## config.mk

```make
export PLATFORM = sky130hd
export DESIGN_NAME = ipd_ctrl
export DESIGN_NICKNAME = d
export VERILOG_FILES = /design/src/verilog/ipd_pkg.sv /design/src/verilog/ipd_tick.sv /design/src/verilog/ipd_ctrl.sv
export SDC_FILE = /design/constraint.sdc
export NUM_CORES = 1
export LEC_CHECK = 0
export BUFFER_PORTS_ARGS = -buffer_cell sky130_fd_sc_hd__buf_2
export CAP_MARGIN = 30
export CORE_MARGIN = 5
export CORE_UTILIZATION = 50
export DETAILED_ROUTE_END_ITERATION = 10
export PLACE_DENSITY = 0.68
export REMOVE_ABC_BUFFERS = 1
export SLEW_MARGIN = 20
export SYNTH_ARGS = -nofsm -noshare
export SYNTH_HDL_FRONTEND = slang
export SYNTH_HIERARCHICAL = 1
export SYNTH_SLANG_ARGS = --single-unit
export TNS_END_PERCENT = 5
```

## constraint.sdc

```tcl
create_clock -name i_clk_sys -period 2.55 [get_ports i_clk_sys]
set_clock_uncertainty 0.05 [all_clocks]
set_input_delay 0.255 -clock i_clk_sys [delete_from_list [all_inputs] [get_ports i_clk_sys]]
set_output_delay 0.255 -clock i_clk_sys [all_outputs]
set_load 0.05 [all_outputs]
```

## src/verilog/ipd_pkg.sv

```systemverilog
// constants, delay tables and state type of the ignition power delay controller
// Function
// - A four-bit switch picks one of sixteen modes, each fixing an on-delay and an off-delay for ignition changes.
// - Setting zero keeps the system always powered and ignores ignition, and is the factory default.
// - Settings two to four use no on-delay and off-delays of 5, 10 and 20 seconds.
// - Settings five to nine use a 5 second on-delay and off-delays of 30 s, 60 s, 90 s, 30 min and 1 hour.
// - Settings A to F use a 10 second on-delay and off-delays of 2, 4, 6, 8, 12 and 24 hours.
// - In every setting but zero the controller watches ignition and powers the system by the selected delay pair.
package ipd_pkg;

    // ----------------------------------------------------------------
    // timing
    // ----------------------------------------------------------------
    localparam int CLK_PERIOD_NS = 4;
    localparam int NS_PER_SEC    = 1_000_000_000;
    localparam int NS_PER_MS     = 1_000_000;
    localparam int TICK_PERIOD_S = 1;
    localparam int SEC_CYCLES    = TICK_PERIOD_S * NS_PER_SEC / CLK_PERIOD_NS;
    localparam int PULSE_MS      = 200;
    localparam int PULSE_CYCLES  = PULSE_MS * NS_PER_MS / CLK_PERIOD_NS;

    // ----------------------------------------------------------------
    // mode switch
    // ----------------------------------------------------------------
    localparam int           MODE_W      = 4;
    localparam logic [3:0]   MODE_ALWAYS = 4'h0;
    localparam logic [3:0]   MODE_DIRECT = 4'h1;
    localparam logic [3:0]   MODE_ON5    = 4'h5;
    localparam logic [3:0]   MODE_ON10   = 4'hA;

    // ----------------------------------------------------------------
    // delays in seconds, except OFF_30_MIN in minutes and the OFF_*_HR entries in hours
    // ----------------------------------------------------------------
    localparam int           DLY_W       = 17;
    localparam logic [16:0]  SEC_PER_MIN = 17'h0003C;
    localparam logic [16:0]  SEC_PER_HR  = 17'h00E10;
    localparam logic [16:0]  DLY_NONE    = 17'h00000;
    localparam logic [16:0]  ON_5_S      = 17'h00005;
    localparam logic [16:0]  ON_10_S     = 17'h0000A;
    localparam logic [16:0]  OFF_5_S     = 17'h00005;
    localparam logic [16:0]  OFF_10_S    = 17'h0000A;
    localparam logic [16:0]  OFF_20_S    = 17'h00014;
    localparam logic [16:0]  OFF_30_S    = 17'h0001E;
    localparam logic [16:0]  OFF_60_S    = 17'h0003C;
    localparam logic [16:0]  OFF_90_S    = 17'h0005A;
    localparam logic [16:0]  OFF_30_MIN  = 17'h0001E;
    localparam logic [16:0]  OFF_1_HR    = 17'h00001;
    localparam logic [16:0]  OFF_2_HR    = 17'h00002;
    localparam logic [16:0]  OFF_4_HR    = 17'h00004;
    localparam logic [16:0]  OFF_6_HR    = 17'h00006;
    localparam logic [16:0]  OFF_8_HR    = 17'h00008;
    localparam logic [16:0]  OFF_12_HR   = 17'h0000C;
    localparam logic [16:0]  OFF_24_HR   = 17'h00018;

    // ----------------------------------------------------------------
    // states
    // ----------------------------------------------------------------
    typedef enum logic [2:0] {
        ST_IDLE     = 3'b000,
        ST_ON_WAIT  = 3'b001,
        ST_RUN      = 3'b010,
        ST_OFF_WAIT = 3'b011,
        ST_ALWAYS   = 3'b100
    } ipd_state_type;

    // ----------------------------------------------------------------
    // delay lookup
    // ----------------------------------------------------------------
    function automatic logic [16:0] on_delay_s(input logic [3:0] mode);
        if (mode >= MODE_ON10) begin
            on_delay_s = ON_10_S;
        end else if (mode >= MODE_ON5) begin
            on_delay_s = ON_5_S;
        end else begin
            on_delay_s = DLY_NONE;
        end
    endfunction

    function automatic logic [16:0] off_delay_s(input logic [3:0] mode);
        case (mode)
            4'h2:    off_delay_s = OFF_5_S;
            4'h3:    off_delay_s = OFF_10_S;
            4'h4:    off_delay_s = OFF_20_S;
            4'h5:    off_delay_s = OFF_30_S;
            4'h6:    off_delay_s = OFF_60_S;
            4'h7:    off_delay_s = OFF_90_S;
            4'h8:    off_delay_s = OFF_30_MIN * SEC_PER_MIN;
            4'h9:    off_delay_s = OFF_1_HR * SEC_PER_HR;
            4'hA:    off_delay_s = OFF_2_HR * SEC_PER_HR;
            4'hB:    off_delay_s = OFF_4_HR * SEC_PER_HR;
            4'hC:    off_delay_s = OFF_6_HR * SEC_PER_HR;
            4'hD:    off_delay_s = OFF_8_HR * SEC_PER_HR;
            4'hE:    off_delay_s = OFF_12_HR * SEC_PER_HR;
            4'hF:    off_delay_s = OFF_24_HR * SEC_PER_HR;
            default: off_delay_s = DLY_NONE;
        endcase
    endfunction

    function automatic logic is_on(input ipd_state_type st);
        is_on = (st == ST_RUN) || (st == ST_OFF_WAIT) || (st == ST_ALWAYS);
    endfunction

endpackage

```

## src/verilog/ipd_tick.sv

```systemverilog
// one-second tick generator with restart
`timescale 1ns/1ns
module ipd_tick
    import ipd_pkg::*;
#(
    parameter int CYCLES = SEC_CYCLES
) (
    input  wire logic i_clk_sys,
    input  wire logic i_rst,
    input  wire logic i_restart,
    output logic      o_tick
);
    localparam int W = $clog2(CYCLES + 1);
    localparam logic [W-1:0] LAST = W'(CYCLES - 1);

    logic [W-1:0] cnt;
    logic [W-1:0] next_cnt;
    logic         next_tick;

    // ----------------------------------------------------------------
    // next values
    // ----------------------------------------------------------------
    always_comb begin
        next_cnt  = cnt + W'(1);
        next_tick = 1'b0;
        if (i_restart) begin
            next_cnt = '0; // phase aligned to delay start
        end else if (cnt == LAST) begin
            next_cnt  = '0;
            next_tick = 1'b1;
        end
    end

    // ----------------------------------------------------------------
    // registers
    // ----------------------------------------------------------------
    always_ff @(posedge i_clk_sys or posedge i_rst) begin
        if (i_rst) begin
            cnt    <= '0;
            o_tick <= 1'b0;
        end else begin
            cnt    <= next_cnt;
            o_tick <= next_tick;
        end
    end
endmodule

```

## src/verilog/ipd_ctrl.sv

```systemverilog
// ignition power delay controller: mode decode, delay timing and button pulse
`timescale 1ns/1ns
module ipd_ctrl
    import ipd_pkg::*;
#(
    parameter int SEC_CYC   = SEC_CYCLES,
    parameter int PULSE_CYC = PULSE_CYCLES
) (
    input  wire logic       i_clk_sys,
    input  wire logic       i_rst,
    input  wire logic       i_ignition_input,
    input  wire logic [3:0] i_mode_switch,
    output logic            o_button_pulse,
    output logic            o_system_on,
    output logic            o_delay_pending,
    output logic            o_ignition_ignored
);
    localparam int PW = $clog2(PULSE_CYC + 1);
    localparam logic [PW-1:0] PULSE_LOAD = PW'(PULSE_CYC - 1);

    ipd_state_type state;
    ipd_state_type next_state;
    logic [16:0]   delay_cnt;
    logic [16:0]   next_delay_cnt;
    logic [PW-1:0] pulse_cnt;
    logic [PW-1:0] next_pulse_cnt;
    logic          next_button_pulse;
    logic          load;
    logic          start;
    logic          tick;
    logic          busy;
    logic          ignition_input;
    logic [3:0]    mode;
    logic [16:0]   on_dly;
    logic [16:0]   off_dly;
    logic [PW-1:0] press_len;
    logic [PW-1:0] next_press_len;

    assign ignition_input     = i_ignition_input;
    assign mode    = i_mode_switch;
    assign busy    = o_button_pulse;
    assign on_dly  = on_delay_s(mode);
    assign off_dly = off_delay_s(mode);

    // ----------------------------------------------------------------
    // second tick
    // ----------------------------------------------------------------
    ipd_tick #(
        .CYCLES (SEC_CYC)
    ) u_tick (
        .i_clk_sys (i_clk_sys),
        .i_rst     (i_rst),
        .i_restart (load),
        .o_tick    (tick)
    );

    // ----------------------------------------------------------------
    // sequencer next state
    // ----------------------------------------------------------------
    // a new press waits for the previous one to end so the host never
    // sees two requests merged into a single long press
    always_comb begin
        next_state     = state;
        next_delay_cnt = delay_cnt;
        load           = 1'b0;
        start          = 1'b0;
        if (mode == MODE_ALWAYS) begin
            if (state != ST_ALWAYS && !busy) begin
                next_state = ST_ALWAYS;
                start      = !is_on(state);
            end
        end else begin
            case (state)
                ST_IDLE: begin
                    if (ignition_input && !busy) begin
                        if (on_dly == DLY_NONE) begin
                            next_state = ST_RUN;
                            start      = 1'b1;
                        end else begin
                            next_state     = ST_ON_WAIT;
                            next_delay_cnt = on_dly;
                            load           = 1'b1;
                        end
                    end
                end
                ST_ON_WAIT: begin
                    if (!ignition_input) begin
                        next_state = ST_IDLE;
                    end else if (delay_cnt == DLY_NONE) begin
                        if (!busy) begin
                            next_state = ST_RUN;
                            start      = 1'b1;
                        end
                    end else if (tick) begin
                        next_delay_cnt = delay_cnt - 17'h00001;
                    end
                end
                ST_RUN, ST_ALWAYS: begin
                    if (ignition_input) begin
                        next_state = ST_RUN;
                    end else if (!busy) begin
                        if (off_dly == DLY_NONE) begin
                            next_state = ST_IDLE;
                            start      = 1'b1;
                        end else begin
                            next_state     = ST_OFF_WAIT;
                            next_delay_cnt = off_dly;
                            load           = 1'b1;
                        end
                    end
                end
                ST_OFF_WAIT: begin
                    if (ignition_input) begin
                        next_state = ST_RUN;
                    end else if (delay_cnt == DLY_NONE) begin
                        if (!busy) begin
                            next_state = ST_IDLE;
                            start      = 1'b1;
                        end
                    end else if (tick) begin
                        next_delay_cnt = delay_cnt - 17'h00001;
                    end
                end
                default: begin
                    next_state = ST_IDLE;
                end
            endcase
        end
    end

    // ----------------------------------------------------------------
    // button pulse next value
    // ----------------------------------------------------------------
    always_comb begin
        next_pulse_cnt    = pulse_cnt;
        next_button_pulse = 1'b0;
        if (start) begin
            next_pulse_cnt    = PULSE_LOAD;
            next_button_pulse = 1'b1;
        end else if (pulse_cnt != '0) begin
            next_pulse_cnt    = pulse_cnt - PW'(1);
            next_button_pulse = 1'b1;
        end
    end

    // ----------------------------------------------------------------
    // registers
    // ----------------------------------------------------------------
    always_ff @(posedge i_clk_sys or posedge i_rst) begin
        if (i_rst) begin
            state              <= ST_IDLE;
            delay_cnt          <= DLY_NONE;
            pulse_cnt          <= '0;
            o_button_pulse     <= 1'b0;
            o_system_on        <= 1'b0;
            o_delay_pending    <= 1'b0;
            o_ignition_ignored <= 1'b0;
        end else begin
            state              <= next_state;
            delay_cnt          <= next_delay_cnt;
            pulse_cnt          <= next_pulse_cnt;
            o_button_pulse     <= next_button_pulse;
            o_system_on        <= is_on(next_state);
            o_delay_pending    <= (next_state == ST_ON_WAIT) || (next_state == ST_OFF_WAIT);
            o_ignition_ignored <= (next_state == ST_ALWAYS);
        end
    end

    // ----------------------------------------------------------------
    // press length helper
    // ----------------------------------------------------------------
    // a repetition count cannot span a real press, so the width is counted
    always_comb begin
        next_press_len = '0;
        if (o_button_pulse) begin
            next_press_len = press_len + PW'(1);
        end
    end

    always_ff @(posedge i_clk_sys or posedge i_rst) begin
        if (i_rst) begin
            press_len <= '0;
        end else begin
            press_len <= next_press_len;
        end
    end

    // ----------------------------------------------------------------
    // assertions
    // ----------------------------------------------------------------
    always_mode_a: assert property (@(posedge i_clk_sys) disable iff (i_rst)
        $rose(o_ignition_ignored) && !$past(o_system_on) |-> $rose(o_button_pulse))
        else $error("always mode entered from off without a start press");

    direct_on_a: assert property (@(posedge i_clk_sys) disable iff (i_rst)
        state == ST_IDLE && ignition_input && mode == MODE_DIRECT && !busy |=> state == ST_RUN && o_button_pulse)
        else $error("direct mode did not switch on at once");

    direct_off_a: assert property (@(posedge i_clk_sys) disable iff (i_rst)
        state == ST_RUN && !ignition_input && mode == MODE_DIRECT && !busy |=> state == ST_IDLE && o_button_pulse)
        else $error("direct mode did not switch off at once");

    on_load_a: assert property (@(posedge i_clk_sys) disable iff (i_rst)
        state == ST_IDLE && ignition_input && mode >= MODE_ON5 && !busy
        |=> state == ST_ON_WAIT && delay_cnt == on_delay_s($past(mode)) && !o_button_pulse)
        else $error("on delay not loaded from the mode");

    off_load_a: assert property (@(posedge i_clk_sys) disable iff (i_rst)
        state == ST_RUN && !ignition_input && mode > MODE_DIRECT && !busy
        |=> state == ST_OFF_WAIT && delay_cnt == off_delay_s($past(mode)) && o_system_on)
        else $error("off delay not loaded from the mode");

    cancel_on_a: assert property (@(posedge i_clk_sys) disable iff (i_rst)
        state == ST_ON_WAIT && !ignition_input && mode != MODE_ALWAYS |=> state == ST_IDLE && !$rose(o_button_pulse))
        else $error("pending power on not cancelled");

    cancel_off_a: assert property (@(posedge i_clk_sys) disable iff (i_rst)
        state == ST_OFF_WAIT && ignition_input && mode != MODE_ALWAYS |=> state == ST_RUN && !$rose(o_button_pulse))
        else $error("pending power off not cancelled");

    wait_hold_a: assert property (@(posedge i_clk_sys) disable iff (i_rst)
        state == ST_ON_WAIT && ignition_input && delay_cnt != DLY_NONE && mode != MODE_ALWAYS
        |=> state == ST_ON_WAIT && delay_cnt >= $past(delay_cnt) - 17'h00001)
        else $error("on delay left early");

    off_expire_a: assert property (@(posedge i_clk_sys) disable iff (i_rst)
        state == ST_OFF_WAIT && !ignition_input && delay_cnt == DLY_NONE && mode != MODE_ALWAYS && !busy
        |=> state == ST_IDLE && $rose(o_button_pulse) && !o_system_on)
        else $error("expired off delay gave no shutdown press");

    pulse_width_a: assert property (@(posedge i_clk_sys) disable iff (i_rst)
        $rose(o_button_pulse) |-> o_button_pulse [*2])
        else $error("button press too short");

    press_hold_a: assert property (@(posedge i_clk_sys) disable iff (i_rst)
        o_button_pulse && press_len != PULSE_LOAD |=> o_button_pulse)
        else $error("button press ended early");

    press_end_a: assert property (@(posedge i_clk_sys) disable iff (i_rst)
        o_button_pulse && press_len == PULSE_LOAD |=> !o_button_pulse)
        else $error("button press held too long");
endmodule

```

==> reports/results.ini <==
[floorplanning]
start_util_pct = 50.8
die_area_um2 = 12500
ios = 11
core-area_um2 = 10200
die_h_um = 112
rows = 37
die_x_um = 112

[sta]
finalHoldViolCount = 0
post-route-period-util_pct = 101
maxSlewHeadroom_pct = 60.5
holdWs_ns = 0.276
rsz0062_at_grt = yes
min_period_ns = 2.58
fmax_mhz = 388
drv_slew = 0
setup_slack_ns = -0.0264
worst_slew_pin_slew_ns = 0.592
finalSetupViolCount = 5

[clock_tree]
cts_root_buffer = clkbuf_8
cts_max_path_buffers = 2
clock_sinks = 79
htree_levels = 3
cts_tree = built
worst_skew_pair.late_latency_ns = 0.37
cts_buffers = 9
clk_pin_slew_ns = 0.09

[global_routing]
globalRouteTotalUtil_pct = 20.4
grt_max_degree = 45
antenna_found_initial = 0
gr-total-overflow = 0
grt_pass1_vias = 4535
grt_use_met3_pct = 4.46
grt_busiest_layer = met2
grtUsageMet2_pct = 30.5
met1_usage_pct = 29.4
grt_pass1_wl_mm = 21.5

[worst_setup_path]
critPathLaunchType = register
path_cells = inv_2, ha_1, or3b_4, or4b_4, or3_4, buf_6, nand3_1, xor2_1, nand2_1
worstSetupPathType = register to register
critical_path_arrival_ns = 2.77
max_stage_delay_ns = 0.51
crit_required_ns = 2.74
endpoint_kind = register
reg2reg_setup_slack_ns = -0.03
path_buf_inv = 2
crit_family = simple AND/OR/NAND/NOR gates
critPathSlowestCell = or4b_4
cp_max_fo = 8

[final_layout]
final_util_pct = 57.9
drive_gt1_share_pct = 17.3
area_growth_pct = 14.0
final_nets = 656
diodes = 0

[detailed_routing]
routedWlPerCell_um = 16.0
first_pass_iters = 4
detail-route-antenna-nets = 0
vias_per_cell = 6.09
drc = 0
dr_total_vias = 4745
routed_wl_mm = 12.5
drt_iter0_drc = 393

[status]
violations = negative setup slack
status = finished, violations left

[synth]
synth_seq_area_share_pct = 38.1
ys_types = 76
synth.most_common_cell = dfrtp_1
synthesis.area_um2 = 5190
postSynthAreaPerCell_um2 = 8.76
synth_seq_cells = 79
synth_commonest_cells = dfrtp_1, nor2_1, nand2_1
yosys.area.top_type = dfrtp_1
ys_warn_count = 6
ys.flop_type = dfrtp_1
ys_top_cells_by_area = dfrtp_1, nor2_1, a21oi_1, o31ai_1, nand2_1
yosys.area.top_type_share_pct = 38.1
synth_cells = 593
ys_async_sr_fraction_pct = 100
synth-edff-count = 0

[placed_design]
portBuffers = 10
hpwl_mm = 8.92
globalplace.congestion = 0.925

[power]
peakVddDrop_v = 0.000282
powerDensity_nw_per_um2 = 441
p_leak_nw = 2.40

[worst_hold_path]
hp-class = primary input to asynchronous set/reset pin

[job]
maxCapViolCount = 0

-- placed cells by master (no fill, tap or decap), drive strengths merged, types with 11 or more instances in the layout --
master,Yosys,final
buf,14,64
xnor2,14,14
dfrtp,79,79
nand4,13,13
xor2,18,18
inv,14,15
a21oi,42,42
nand3,19,19
ha,11,11
nand2,50,50
nor3,23,23
or3,16,16
o31ai,25,25
nor2b,12,12
or4,14,14
nor2,61,61
o21ai,32,32
-- worst paths after layout --
kind / from / to / depth (start not counted)
min reg2reg: u_tick/cnt[0]$_DFF_PP0_ / u_tick/cnt[0]$_DFF_PP0_ / 1
max reg2reg: pulse_cnt[0]$_DFFE_PP0P_ / pulse_cnt[15]$_DFFE_PP0P_ / 9
min in group i_clk_sys: i_mode_switch[2] / delay_cnt[15]$_DFFE_PP0P_ / 3
max: pulse_cnt[0]$_DFFE_PP0P_ / pulse_cnt[15]$_DFFE_PP0P_ / 9
max in group asynchronous: i_rst / delay_cnt[13]$_DFFE_PP0P_ / 4
min: i_rst / o_delay_pending$_DFF_PP0_ / 3
-- state kept, by name, indices dropped and copies added, names as in the netlist --
name / flops
o_button_pulse: 1
state: 3
o_delay_pending: 1
u_tick/o_tick: 1
o_system_on: 1
delay_cnt: 17
o_ignition_ignored: 1
u_tick/cnt: 28
pulse_cnt: 26
-- through the flow --
stage / setup TNS, ns / instance area, µm² / std cells / power, mW / worst slack (ns)
6_report: -0.0830 / 5920 / 779 / 2.61 / -0.0264
5_1_grt: -1.31 / 5920 / 779 / 2.74 / -0.134
4_1_cts: -0.0569 / 5910 / 779 / 2.64 / -0.0156
3_5_place_dp: -2.14 / 5680 / 761 / 1.69 / -0.130
3_3_place_gp: -0.728 / 5680 / 761 / 1.68 / -0.0673
2_1_floorplan: -3.41 / 5040 / 562 / 1.55 / -0.398
-- routing by layer --
layer,vias up,part of all wire (%)
met5,-,0
met4,0,1.5
met3,20,5.7
met2,139,45
met1,2319,48
li1,2267,-
-- worst register-to-register path: cells and delay by family (launching register included) --
kind / cells / cell delay, ns
buf+inv: 2 / 0.22
xor+xnor: 1 / 0.17
simple gates: 5 / 1.45
flops: 1 / 0.40
fa+ha+maj: 1 / 0.15
-- power by group --
| part | internal, mW | leakage, nW | switching [mW] |
|---|---|---|---|
| Clock | 0.457 | 0.0968 | 0.481 |
| Combinational | 0.138 | 1.32 | 0.194 |
| Sequential | 1.29 | 0.982 | 0.0524 |
-- logic make-up (layout without fill, tap and decap cells) --
kind of cell	Yosys count	after routing	synth area share (%)
AO/OA/AOI/OAI	140	140	17.4
buffers and inverters	45	95	3.97
XOR/XNOR	32	32	5.40
AND/OR/NAND/NOR	275	275	30.3
flip-flops	79	79	38.1
adder cells (fa/ha/maj)	11	11	2.65
multiplexers	11	11	2.22
-- cell type report --
cell class | instances | area (µm²)
sequential | 79 | 1980
fill | 919 | 4310
multi-input combinational | 469 | 3030
clock buffer | 10 | 128
inverter | 14 | 52.6
clock inverter | 6 | 68.8
timing repair buffer | 65 | 498
tap | 136 | 170
-- repair_timing --
item | 4_1_cts | 5_1_grt
pin swaps | 4 | 4
gates resized for setup | 5 | 3
setup buffers | 0 | 0
setup endpoints to repair | 13 | 21
hold endpoints to repair | 20 | 0
hold buffers | 1 | 0
gates cloned | 1 | 0
Note: power is estimated with default switching activity, not from simulation.
